===== src/mssr_pkg.sv =====
`default_nettype none
package mssr_pkg;
   // Register byte offsets on the APB side.
   localparam logic [15:0] OFS_MODE = 16'h251C;
   localparam logic [15:0] OFS_TOTAL_LO = 16'h2710;
   localparam logic [15:0] OFS_TOTAL_HI = 16'h2714;
   localparam logic [15:0] OFS_LOOPS = 16'h2724;
   localparam logic [15:0] OFS_SEGLEN = 16'h2730;
   localparam logic [15:0] OFS_CHAN = 16'h2734;
   localparam logic [15:0] OFS_CTRL = 16'h2740;
   localparam logic [15:0] OFS_STATUS = 16'h2744;
   localparam logic [15:0] OFS_SEGCNT = 16'h2748;
   localparam int unsigned APB_AW = 16;
   localparam int unsigned APB_DW = 32;
   // Operating mode codes.
   localparam logic [31:0] STD_MULTI_CODE = 32'h0000_0200;
   localparam logic [31:0] STRM_MULTI_CODE = 32'h0000_1000;
   // Control and status bit positions.
   localparam int unsigned CTRL_START_BIT = 0;
   localparam int unsigned CTRL_STOP_BIT = 1;
   localparam int unsigned STAT_RUN_BIT = 0;
   localparam int unsigned STAT_ARMED_BIT = 1;
   localparam int unsigned STAT_ERR_BIT = 2;
   localparam int unsigned STAT_DATA_BIT = 3;
   localparam int unsigned CHAN_W = 2;
   // Sample storage.
   localparam int unsigned SAMPLE_BYTES = 2;
   localparam int unsigned SAMPLE_W = 8 * SAMPLE_BYTES;
   localparam int unsigned CNT_W = 64;
   localparam int unsigned SEG_W = 32;
   localparam int unsigned LOOP_W = 32;
   localparam int unsigned FIFO_DEPTH = 8;
   // Reset values.
   localparam logic [31:0] MODE_RST = 32'h0000_0000;
   localparam logic [63:0] TOTAL_RST = 64'h0000_0000_0000_0010;
   localparam logic [31:0] LOOPS_RST = 32'h0000_0001;
   localparam logic [31:0] SEGLEN_RST = 32'h0000_0008;
   localparam logic [1:0] CHAN_RST = 2'h0;
   typedef enum logic [1:0] {MSSR_IDLE, MSSR_ARMED, MSSR_PLAY} mssr_state_t;
endpackage
`default_nettype wire


===== src/mssr_fifo.sv =====
`timescale 1ns/1ps
`default_nettype none
module mssr_fifo #(
   parameter int unsigned WIDTH = 16,
   parameter int unsigned DEPTH = 8
) (
   input wire logic clk_i,
   input wire logic rst_i,
   input wire logic in_valid_i,
   output logic in_ready_o,
   input wire logic [WIDTH-1:0] in_data_i,
   output logic out_valid_o,
   input wire logic out_ready_i,
   output logic [WIDTH-1:0] out_data_o
);
   localparam int unsigned AW = (DEPTH > 1) ? $clog2(DEPTH) : 1;
   localparam logic [AW:0] FULL_CNT = DEPTH[AW:0];
   localparam logic [AW-1:0] LAST_PTR = AW'(DEPTH - 1);

   logic [WIDTH-1:0] mem_r [DEPTH];
   logic [AW-1:0] wptr_r;
   logic [AW-1:0] rptr_r;
   logic [AW:0] cnt_r;
   logic push;
   logic pop;

   assign in_ready_o = (cnt_r != FULL_CNT);
   assign out_valid_o = (cnt_r != '0);
   assign push = in_valid_i & in_ready_o;
   assign pop = out_valid_o & out_ready_i;
   assign out_data_o = mem_r[rptr_r];

   always_ff @(posedge clk_i)
   begin
      if (push)
      begin
         mem_r[wptr_r] <= in_data_i;
      end
   end

   always_ff @(posedge clk_i or posedge rst_i)
   begin
      if (rst_i)
      begin
         wptr_r <= '0;
         rptr_r <= '0;
         cnt_r <= '0;
      end
      else
      begin
         if (push)
         begin
            wptr_r <= (wptr_r == LAST_PTR) ? '0 : wptr_r + 1'b1;
         end
         if (pop)
         begin
            rptr_r <= (rptr_r == LAST_PTR) ? '0 : rptr_r + 1'b1;
         end
         if (push && !pop)
         begin
            cnt_r <= cnt_r + 1'b1;
         end
         else if (pop && !push)
         begin
            cnt_r <= cnt_r - 1'b1;
         end
      end
   end
endmodule // mssr_fifo
`default_nettype wire


===== src/mssr_top.sv =====
// Our own choice: register access over APB.
`timescale 1ns/1ps
`default_nettype none
module mssr_top #(
   parameter int unsigned MEM_AW = 32,
   parameter logic [63:0] MEM_SAMPLES = 64'h0000_0000_2000_0000,
   parameter int unsigned BUF_DEPTH = mssr_pkg::FIFO_DEPTH
) (
   input wire logic clk_i,
   input wire logic rst_i,
   input wire logic psel_i,
   input wire logic penable_i,
   input wire logic pwrite_i,
   input wire logic [mssr_pkg::APB_AW-1:0] paddr_i,
   input wire logic [mssr_pkg::APB_DW-1:0] pwdata_i,
   output logic [mssr_pkg::APB_DW-1:0] prdata_o,
   output logic pready_o,
   output logic pslverr_o,
   input wire logic trigger_i,
   input wire logic [mssr_pkg::SAMPLE_W-1:0] strm_data_i,
   input wire logic strm_valid_i,
   output logic strm_ready_o,
   output logic mem_rd_o,
   output logic [MEM_AW-1:0] mem_addr_o,
   input wire logic [mssr_pkg::SAMPLE_W-1:0] mem_rdata_i,
   output logic [mssr_pkg::SAMPLE_W-1:0] sample_o,
   output logic sample_valid_o,
   output logic armed_o
);
   import mssr_pkg::*;

   logic [31:0] mode_r;
   logic [CNT_W-1:0] total_r;
   logic [LOOP_W-1:0] loops_r;
   logic [SEG_W-1:0] seglen_r;
   logic [CHAN_W-1:0] chan_r;
   mssr_state_t state_r;
   logic [CNT_W-1:0] seg_base_r;
   logic [SEG_W-1:0] idx_r;
   logic [LOOP_W-1:0] segs_r;
   logic err_r;
   logic trig_s1_r;
   logic trig_s2_r;
   logic trig_s3_r;
   logic rd_r;
   logic rd_lat_r;
   logic [MEM_AW-1:0] mem_addr_r;
   logic [SAMPLE_W-1:0] sample_r;
   logic svalid_r;
   logic [APB_DW-1:0] prdata_r;
   logic [APB_DW-1:0] rdata_nxt;
   logic hit;
   logic apb_wr;
   logic start_req;
   logic stop_req;
   logic is_std;
   logic is_strm;
   logic cfg_bad;
   logic [CNT_W-1:0] mem_limit;
   logic trig_edge;
   logic fifo_valid;
   logic fifo_take;
   logic [SAMPLE_W-1:0] fifo_data;
   logic step;
   logic seg_end;
   logic [CNT_W-1:0] next_base;
   logic [CNT_W-1:0] rd_addr;
   logic mem_end;
   logic strm_done;

   assign apb_wr = psel_i & penable_i & pwrite_i;
   assign start_req = apb_wr && (paddr_i == OFS_CTRL) &&
                      pwdata_i[CTRL_START_BIT];
   assign stop_req = apb_wr && (paddr_i == OFS_CTRL) &&
                     pwdata_i[CTRL_STOP_BIT];
   assign is_std = (mode_r == STD_MULTI_CODE);
   assign is_strm = (mode_r == STRM_MULTI_CODE);

   // The limit counts samples, and the memory share halves for each step of the channel setting.
   assign mem_limit = MEM_SAMPLES >> chan_r;
   assign cfg_bad = (!is_std && !is_strm) || (seglen_r == '0) ||
                    (is_std && (total_r > mem_limit));

   // The second and third synchroniser stages feed the edge detector.
   assign trig_edge = trig_s2_r & ~trig_s3_r;

   // The FIFO drains only while a segment plays, so the host is stalled once it fills between segments.
   assign fifo_take = (state_r == MSSR_PLAY) && is_strm;
   assign step = (state_r == MSSR_PLAY) && (is_std || fifo_valid);
   assign seg_end = step && (idx_r == seglen_r - 1'b1);
   assign next_base = seg_base_r + {{(CNT_W-SEG_W){1'b0}}, seglen_r};
   assign rd_addr = seg_base_r + {{(CNT_W-SEG_W){1'b0}}, idx_r};
   assign mem_end = (next_base >= total_r);
   // The segment that is ending now already counts towards the total.
   assign strm_done = (loops_r != '0) && (segs_r + 1'b1 == loops_r);

   mssr_fifo #(
      .WIDTH(SAMPLE_W),
      .DEPTH(BUF_DEPTH)
   ) u_fifo (
      .clk_i(clk_i),
      .rst_i(rst_i),
      .in_valid_i(strm_valid_i),
      .in_ready_o(strm_ready_o),
      .in_data_i(strm_data_i),
      .out_valid_o(fifo_valid),
      .out_ready_i(fifo_take),
      .out_data_o(fifo_data)
   );

   always_ff @(posedge clk_i or posedge rst_i)
   begin
      if (rst_i)
      begin
         trig_s1_r <= 1'b0;
         trig_s2_r <= 1'b0;
         trig_s3_r <= 1'b0;
      end
      else
      begin
         trig_s1_r <= trigger_i;
         trig_s2_r <= trig_s1_r;
         trig_s3_r <= trig_s2_r;
      end
   end

   always_ff @(posedge clk_i or posedge rst_i)
   begin
      if (rst_i)
      begin
         mode_r <= MODE_RST;
         total_r <= TOTAL_RST;
         loops_r <= LOOPS_RST;
         seglen_r <= SEGLEN_RST;
         chan_r <= CHAN_RST;
      end
      else if (apb_wr)
      begin
         case (paddr_i)
            OFS_MODE: mode_r <= pwdata_i;
            OFS_TOTAL_LO: total_r[31:0] <= pwdata_i;
            OFS_TOTAL_HI: total_r[63:32] <= pwdata_i;
            OFS_LOOPS: loops_r <= pwdata_i;
            OFS_SEGLEN: seglen_r <= pwdata_i;
            OFS_CHAN: chan_r <= pwdata_i[CHAN_W-1:0];
            default: ;
         endcase
      end
   end

   always_comb
   begin
      hit = 1'b1;
      rdata_nxt = '0;
      case (paddr_i)
         OFS_MODE: rdata_nxt = mode_r;
         OFS_TOTAL_LO: rdata_nxt = total_r[31:0];
         OFS_TOTAL_HI: rdata_nxt = total_r[63:32];
         OFS_LOOPS: rdata_nxt = loops_r;
         OFS_SEGLEN: rdata_nxt = seglen_r;
         OFS_CHAN: rdata_nxt[CHAN_W-1:0] = chan_r;
         OFS_CTRL: rdata_nxt = '0;
         OFS_STATUS:
         begin
            rdata_nxt[STAT_RUN_BIT] = (state_r != MSSR_IDLE);
            rdata_nxt[STAT_ARMED_BIT] = (state_r == MSSR_ARMED);
            rdata_nxt[STAT_ERR_BIT] = err_r;
            rdata_nxt[STAT_DATA_BIT] = fifo_valid;
         end
         OFS_SEGCNT: rdata_nxt = segs_r;
         default: hit = 1'b0;
      endcase
   end

   // Read data is captured in the setup phase and stands during access.
   always_ff @(posedge clk_i or posedge rst_i)
   begin
      if (rst_i)
      begin
         prdata_r <= '0;
      end
      else if (psel_i && !penable_i)
      begin
         prdata_r <= pwrite_i ? '0 : rdata_nxt;
      end
   end

   assign prdata_o = prdata_r;
   // Every access completes in its first access cycle, with no wait state.
   assign pready_o = 1'b1;
   assign pslverr_o = psel_i & penable_i & ~hit;

   always_ff @(posedge clk_i or posedge rst_i)
   begin
      if (rst_i)
      begin
         err_r <= 1'b0;
      end
      else if (start_req)
      begin
         err_r <= cfg_bad;
      end
   end

   always_ff @(posedge clk_i or posedge rst_i)
   begin
      if (rst_i)
      begin
         state_r <= MSSR_IDLE;
      end
      else if (start_req)
      begin
         // A bad setting refuses the start and leaves the sequencer idle.
         state_r <= cfg_bad ? MSSR_IDLE : MSSR_ARMED;
      end
      // Start is checked first, so it wins when both bits are written.
      else if (stop_req)
      begin
         state_r <= MSSR_IDLE;
      end
      else
      begin
         case (state_r)
            MSSR_ARMED:
            begin
               if (trig_edge)
               begin
                  state_r <= MSSR_PLAY;
               end
            end
            MSSR_PLAY:
            begin
               if (seg_end && is_std)
               begin
                  // A loop count of zero never ends on its own.
                  state_r <= (mem_end && (loops_r != '0)) ?
                             MSSR_IDLE : MSSR_ARMED;
               end
               else if (seg_end)
               begin
                  state_r <= strm_done ? MSSR_IDLE : MSSR_ARMED;
               end
            end
            default: state_r <= MSSR_IDLE;
         endcase
      end
   end

   always_ff @(posedge clk_i or posedge rst_i)
   begin
      if (rst_i)
      begin
         idx_r <= '0;
         seg_base_r <= '0;
         segs_r <= '0;
      end
      else if (start_req)
      begin
         idx_r <= '0;
         seg_base_r <= '0;
         segs_r <= '0;
      end
      else if (seg_end)
      begin
         idx_r <= '0;
         // The completed count feeds the streaming total and the segment count readback.
         segs_r <= segs_r + 1'b1;
         seg_base_r <= (is_std && mem_end) ? '0 : next_base;
      end
      else if (step)
      begin
         idx_r <= idx_r + 1'b1;
      end
   end

   // Memory returns data one cycle after the read strobe.
   always_ff @(posedge clk_i or posedge rst_i)
   begin
      if (rst_i)
      begin
         rd_r <= 1'b0;
         rd_lat_r <= 1'b0;
         mem_addr_r <= '0;
      end
      else
      begin
         rd_r <= (state_r == MSSR_PLAY) && is_std && !stop_req &&
                 !start_req;
         rd_lat_r <= rd_r;
         if ((state_r == MSSR_PLAY) && is_std)
         begin
            mem_addr_r <= rd_addr[MEM_AW-1:0];
         end
      end
   end

   assign mem_rd_o = rd_r;
   assign mem_addr_o = mem_addr_r;

   always_ff @(posedge clk_i or posedge rst_i)
   begin
      if (rst_i)
      begin
         sample_r <= '0;
         svalid_r <= 1'b0;
      end
      else
      begin
         // Memory wins when memory and FIFO feed a sample in the same cycle.
         svalid_r <= rd_lat_r | (fifo_take & fifo_valid);
         if (rd_lat_r)
         begin
            sample_r <= mem_rdata_i;
         end
         else if (fifo_take && fifo_valid)
         begin
            sample_r <= fifo_data;
         end
      end
   end

   assign sample_o = sample_r;
   assign sample_valid_o = svalid_r;
   assign armed_o = (state_r == MSSR_ARMED);
endmodule // mssr_top
`default_nettype wire


===== config.mk =====
export PLATFORM = sky130hd
export DESIGN_NAME = mssr_top
export DESIGN_NICKNAME = d
export VERILOG_FILES = /design/src/mssr_pkg.sv /design/src/mssr_fifo.sv /design/src/mssr_top.sv
export SDC_FILE = /design/constraint.sdc
export NUM_CORES = 1
export LEC_CHECK = 0
export BUFFER_PORTS_ARGS = -buffer_cell sky130_fd_sc_hd__buf_4
export CORE_ASPECT_RATIO = 0.5
export CORE_UTILIZATION = 26
export CTS_CLUSTER_DIAMETER = 200
export DETAILED_ROUTE_END_ITERATION = 10
export GPL_TIMING_DRIVEN = 0
export PLACE_DENSITY = 0.41
export SETUP_SLACK_MARGIN = 0.2
export SLEW_MARGIN = 20
export SYNTH_ARGS = -nofsm -noshare
export SYNTH_HDL_FRONTEND = slang
export SYNTH_SLANG_ARGS = --single-unit

===== constraint.sdc =====
create_clock -name clk_i -period 11.15 [get_ports clk_i]
set_input_delay 0.5575 -clock clk_i [delete_from_list [all_inputs] [get_ports clk_i]]
set_output_delay 0.5575 -clock clk_i [all_outputs]
set_load 0.01 [all_outputs]

Yosys cells after proc, flatten, opt, wreduce, memory -nomap -nowiden:

Memories as Yosys holds them, arrays and structs flattened.
Index checks and enable logic that the tools add are counted.
Widths: inputs -> output; s select.

* flip-flop bits (word level): 389
* bits in writable memories: 128
* input port bits: 87
* word-level logic and storage cells: 140
* output and inout bits: 86
* memories: 1

* muxes and demuxes: 30
* $lt $le $gt $ge: 2
* reductions and logical operators: 45
* add/sub/neg operators: 9
* equality and inequality tests: 20
* bitwise logic cells: 9
* shift-type cells: 1

Memory list
* u_fifo.mem_r: depth 8, width 16, read ports 1, clocked after Yosys merged registers in 0, write ports 1, RTL line mssr_fifo.sv:20 `logic [WIDTH-1:0] mem_r [DEPTH];`

Operators by type and width (count)
* $mux 32: 6
* $mux 64: 3
* $pmux 28 s6: 1
* $eq 16x14->1 const B: 9
* $add 32x1->32 const B: 2
* $add 64x32->64: 1
* $eq 32x32->1: 2
* $ge 64x64->1: 1
* $gt 64x64->1: 1
* $shr 30x2->64 const A: 1
* $add 32x32->32: 1
* $eq 32x10->1 const B: 1
* $eq 32x13->1 const B: 1
* $logic_not 32->1: 1
* $mux 16: 2
* $reduce_bool 32->1: 1
* $sub 32x1->32 const B: 1
* $logic_and 1x1->1: 19
* $pmux 2 s8: 1
* $pmux 2 s7: 1
* $reduce_and 2->1: 7
* $mux 2: 5
* $reduce_or 9->1: 1
* $mux 4: 2
* 20 further kinds: 45

Logic depth before layout (Yosys ltp):

* word-level depth: 9
* mapped depth: 26
* gate-level depth less buffers: 23

Cells and area by module:

From an unflattened synthesis, not the netlist that was laid out.

* cell total of the unflattened synthesis: 2900
* area total of the unflattened synthesis: 29914.9 µm²

By module, submodules not included
* mssr_top: instances 1, area each 24317.1 µm², seq. area each 9487.8 µm², cells each 2647
* mssr_fifo: instances 1, area each 5597.9 µm², seq. area each 4093.9 µm², cells each 253

Worst setup path after synthesis:

Ideal clock, no wire load.

* kind: reg-to-reg
* start point: register seglen_r[0]
* end point: register seg_base_r[48]
* library setup time: 0.121 ns
* path buffers: 2
* cell stages (with the launch flop): 23
* arrival time: 5.513 ns
* setup slack: 5.516 ns
* data required time: 11.029 ns
* period minus slack after synthesis: 5.634 ns
* cells stage by stage: dfrtp_1 ha_1 inv_1 fa_1 nor2b_1 o21a_1 o211ai_1 a211oi_1 o21ai_0 a21o_1 a2111oi_0 and3_1 xor2_1 ha_1 nand4_1 or4_1 o211ai_1 o21a_1 or3_1 clkbuf_1 buf_2 o21bai_1 a22o_1

* word-level cells in the longest chain between the ends: 6
* elaborated cells between the ends (all ways): 10
* classes of those cells: add/sub: 2; order compare: 1; eq/ne: 1; mux: 3; reduce/logical: 3

Ends and longest elaborated chain
* start: declaration: RTL line mssr_top.sv:35 `logic [SEG_W-1:0] seglen_r;`
* start signal: assignment: RTL line mssr_top.sv:144 `OFS_SEGLEN: seglen_r <= pwdata_i;`
* $add 64x32->64: RTL line mssr_top.sv:91 `assign next_base = seg_base_r + {{(CNT_W-SEG_W){1'b0}}, seglen_r};`
* $ge 64x64->1: RTL line mssr_top.sv:93 `assign mem_end = (next_base >= total_r);`
* $logic_and 1x1->1: RTL line mssr_top.sv:268 `seg_base_r <= (is_std && mem_end) ? '0 : next_base;`
* $mux 64: RTL line mssr_top.sv:268
* $mux 64: RTL line mssr_top.sv:263 `else if (seg_end)`
* $mux 64: RTL line mssr_top.sv:257 `else if (start_req)`
* end signal: assignment: RTL line mssr_top.sv:268
* end: declaration: RTL line mssr_top.sv:38 `logic [CNT_W-1:0] seg_base_r;`

Parallel ways exist; a longest one is shown, timed or not. The select of a mux whose other input is x is not followed.
A chain may end at the register's enable or synchronous reset.

Worst setup path in the final report:

* start point: register seglen_r[0]
* end point: register seg_base_r[56]

The elaborated chain is that of the path after synthesis.

==> key figures <==
Synth
  – Post-synth EDFFs: between 100 and 150
  – Synth area leader: dfrtp_1
  – Dominant cells by area after synthesis: dfrtp_1 32%, edfxtp_1 13%, mux2_2 6.4%
  – Top cells by count, synth: 386 x dfrtp_1, 286 x nand2_1, 169 x mux2_2, 157 x nor2_1, 146 x ha_1
  – Most frequent cell after synthesis: dfrtp_1
  – Synth Flop Type: dfrtp_1
  – Synth async-reset ratio: 75.2%
  – Synthesized area per cell: 10.5 sq um
  – Synthesis-stage register bit count: 517
  – Sequential share of the synthesized area: a little under half
  – Synth Instances: 2845
  – Mapped Area: just under 0.03 sq mm
  – Library cells used by synthesis: 83
  – Post-synth top area share: about a third
  – Syn. warnings: 0
  – Synth Net Count: roughly 3000

Timing
  – Highest clock rate: roughly 140 MHz
  – RSZ-0062 raised after global routing: false
  – Slew Viols, Final: 0
  – Part of the cycle the worst path needs: between 60% and 70%
  – Slew headroom: 28.4%
  – Setup TNS: 0 ns
  – Final hold viol count: 0
  – Fin crit period: ~7.3 ns
  – Skew final: 0.0346 ns
  – Slew @ Worst Pin: roughly 1.1 ns
  – Setup-failing EPs final: 0

Outcome
  – Outcome: completed

Worst setup path
  – Crit path max-delay cell type: a211oi_1
  – Kind of end point of the critical path: flop
  – Slowest cell delay on critical path: between 0.6 and 0.7 ns
  – Startpoint types: flop
  – Worst-path cell chain: ha_1 > inv_1 > fa_1 > nor2b_1 > o21a_1 > o211ai_1 > a211oi_1 > o21ai_0 > a21o_1 > a211oi_1 > clkbuf_1 > nand3_1 > xnor2_1 > ha_1 > nand4_1 > or4_1 > o211ai_1 > o21a_1 > or3_1 > clkbuf_1 > buf_2 > nor2_1 > a22o_1
  – Crit Path Class: reg -> reg
  – Worst Path Arrival: between 7 and 8 ns
  – Critical path required time: 11.69 ns
  – Worst-path maximum fanout: 10

Final layout
  – Fin area: 0.0354 sq mm
  – Fill cells: about 12000
  – Share of cells above drive strength 1: between 10% and 20%
  – NumNets Final: 3344
  – Area growth syn-to-layout: 18.7%

Clocking
  – Clock root cell: clkbuf_16
  – CTS tree: yes
  – Num Clock Sinks: approximately 520
  – CTS clk-pin slew, worst paths: ~0.06 ns
  – CTS max path bufs: 3
  – CTS buffer count: 55
  – Worst-Skew Late Latency: 0.66 ns
  – Post-CTS sizing: 0
  – H-Tree Depth: 2

Global routing
  – Pin count of the biggest net entering global routing: 33
  – Remaining global-route overflow: 0
  – Number of global-route vias before repair: between 20000 and 25000
  – Antenna violations before repair: 4
  – First-pass GRT wire length: roughly 160000 um
  – All-Layer GR Usage: 18.9%

Pwr
  – VDD IR max: between 0.1 and 0.15 mV
  – Static Leak: roughly 16 nW
  – Pwr per Cell Area: approximately 120 mW/mm^2

Die
  – Die ar.: between 0.1 and 0.15 sq mm
  – Die outline width: a little under 500 um
  – Die Span Y: 241 um
  – Core Region: 0.113 sq mm
  – Starting Density: 26.3%
  – Count of boundary I/O pins: 173
  – Cell Rows: slightly below 90

Placement
  – DP Wirelength: ~87000 um
  – Routability cong.: slightly above 0.9
  – IO buf count: 171
  – Dpl cell area: 0.0335 sq mm

Route
  – Post-DRT Antenna Nets: 0
  – Remaining DRCs: 0
  – Drt first pass iters: 9
  – Post-DR wirelength/cell: ~24 um
  – DRT iter0 DRCs: between 2000 and 2500
  – Via density: 5.10
  – WL final: ~110000 um
  – Via count: around 24000

Run
  – Max-cap viol count: 0

Hold path
  – HP Class: in -> async
-- repair_timing --
action | 4_1_cts | 5_1_grt
setup endpoints to repair | 0 | 0
hold endpoints to repair | 1 | 0
hold buffers | 1 | 0
buffers inserted | 0 | 0
-- final timing paths --
check,to,start,slack [ns],cells past startpoint
setup / recovery,seg_base_r[56]$_DFFE_PP0P_,seglen_r[0]$_DFFE_PP0P_,3.86,23
hold / removal,mem_addr_o[6]$_DFFE_PP0P_,rst_i,0.01,2
setup reg to reg,seg_base_r[56]$_DFFE_PP0P_,seglen_r[0]$_DFFE_PP0P_,3.86,23
hold reg to reg,trig_s2_r$_DFF_PP0_,trig_s1_r$_DFF_PP0_,0.35,0
max in group asynchronous,segs_r[23]$_DFFE_PP0P_,rst_i,9.55,7
min in group clk_i,sample_o[8]$_DFFE_PP0P_,mem_rdata_i[8],0.10,3
-- cells by family after synthesis --
kind of cell | count (synthesis) | share of synthesized area (%)
muxes | 227 | 9.67
buffers and inverters | 239 | 3.15
adders and majority gates | 149 | 6.33
DFF | 517 | 45.5
other | 1 | 0.0126
and+or+nand+nor | 866 | 14.5
xor gates and xnor gates | 238 | 6.99
AOI/OAI and AO/OA | 608 | 13.8
-- metal layers --
layer  vias to the layer above  part of all wire, %  global-route usage, %
met4                         2                  2.0                   3.93
li1                      11100                    -                      -
met2                       613                   44                   29.9
met1                     12000                   48                   27.2
met3                       115                  5.1                   2.69
met5                         -                0.012                      0
-- cells in the final DEF, fill, tap and decap left out, types with 12 or more instances in the layout --
| master | instances |
|---|---|
| mux2i_1 | 26 |
| a211oi_1 | 42 |
| a31oi_1 | 23 |
| clkbuf_16 | 55 |
| or3_1 | 27 |
| inv_1 | 102 |
| buf_4 | 186 |
| xnor2_1 | 132 |
| mux2_2 | 169 |
| a21oi_1 | 124 |
| dfrtp_1 | 386 |
| o21a_1 | 12 |
| a21o_1 | 100 |
| o21bai_1 | 13 |
| o21ai_0 | 129 |
| nand4_1 | 51 |
| o211ai_1 | 20 |
| nand2_1 | 286 |
| nor3_1 | 51 |
| buf_1 | 25 |
| mux4_2 | 32 |
| buf_2 | 26 |
| and2_1 | 13 |
| edfxtp_1 | 128 |
| nor2_1 | 156 |
| and3_1 | 37 |
| buf_12 | 13 |
| clkbuf_1 | 106 |
| nand2b_1 | 15 |
| nor4_1 | 53 |
| ha_1 | 146 |
| xor2_1 | 105 |
| or4_1 | 14 |
| nand3_1 | 80 |
| nor2b_1 | 15 |
| a222oi_1 | 58 |
-- sequential cells by signal, summed over array words and instances (netlist names), 2 cells and up --
signal / flops
seg_base_r: 64
u_fifo.rptr_r: 3
u_fifo.mem_r: 128
total_r: 64
idx_r: 32
mem_addr_o: 32
mode_r: 32
loops_r: 32
prdata_o: 32
sample_o: 16
u_fifo.wptr_r: 3
state_r: 2
chan_r: 2
segs_r: 32
seglen_r: 32
u_fifo.cnt_r: 4
-- layout make-up --
type	instances	area (sq um)	area share, %
multi-input cells	2089	15400	43.5
flip-flops and latches	517	13600	38.4
well taps	1513	1890	5.35
repair buffers	206	1700	4.80
clock buffers	80	1550	4.38
plain buffers	136	552	1.56
inverters	103	390	1.10
clock inverters	24	347	0.979
diodes	2	5.00	0.0141
-- worst max-delay path, delay by kind of cell (launching register included) --
family,cells,cell delay (ns)
AND/OR/NAND/NOR,6,1.30
AO/OA/AOI/OAI,9,2.81
flip-flops,1,0.53
buffers and inverters,4,1.40
XOR/XNOR,1,0.21
adder cells (fa/ha/maj),3,0.93
-- per-stage QoR --
stage | hold slack [ns] | util, % | cells | power, mW | setup WS, ns
3_3_place_gp | 0.342 | 29.2 | 4529 | 2.36 | 2.28
5_1_grt | 0.0577 | 31.3 | 4668 | 4.48 | 3.35
3_5_place_dp | 0.339 | 29.6 | 4563 | 2.39 | 3.74
2_1_floorplan | 0.331 | - | 2845 | 2.23 | 5.36
4_1_cts | 0.00645 | 31.3 | 4668 | 4.39 | 3.72
6_report | 0.0124 | 31.3 | 4670 | 4.32 | 3.86
-- where the power goes --
group | total [mW] | internal [mW] | switching (mW) | leakage [nW]
logic | 0.282 | 0.112 | 0.170 | 8.41
registers | 2.07 | 2.03 | 0.0375 | 6.26
clock network | 1.97 | 1.11 | 0.853 | 0.922
total | 4.32 | 3.26 | 1.06 | 15.6
(Power assumes the default switching activity.)
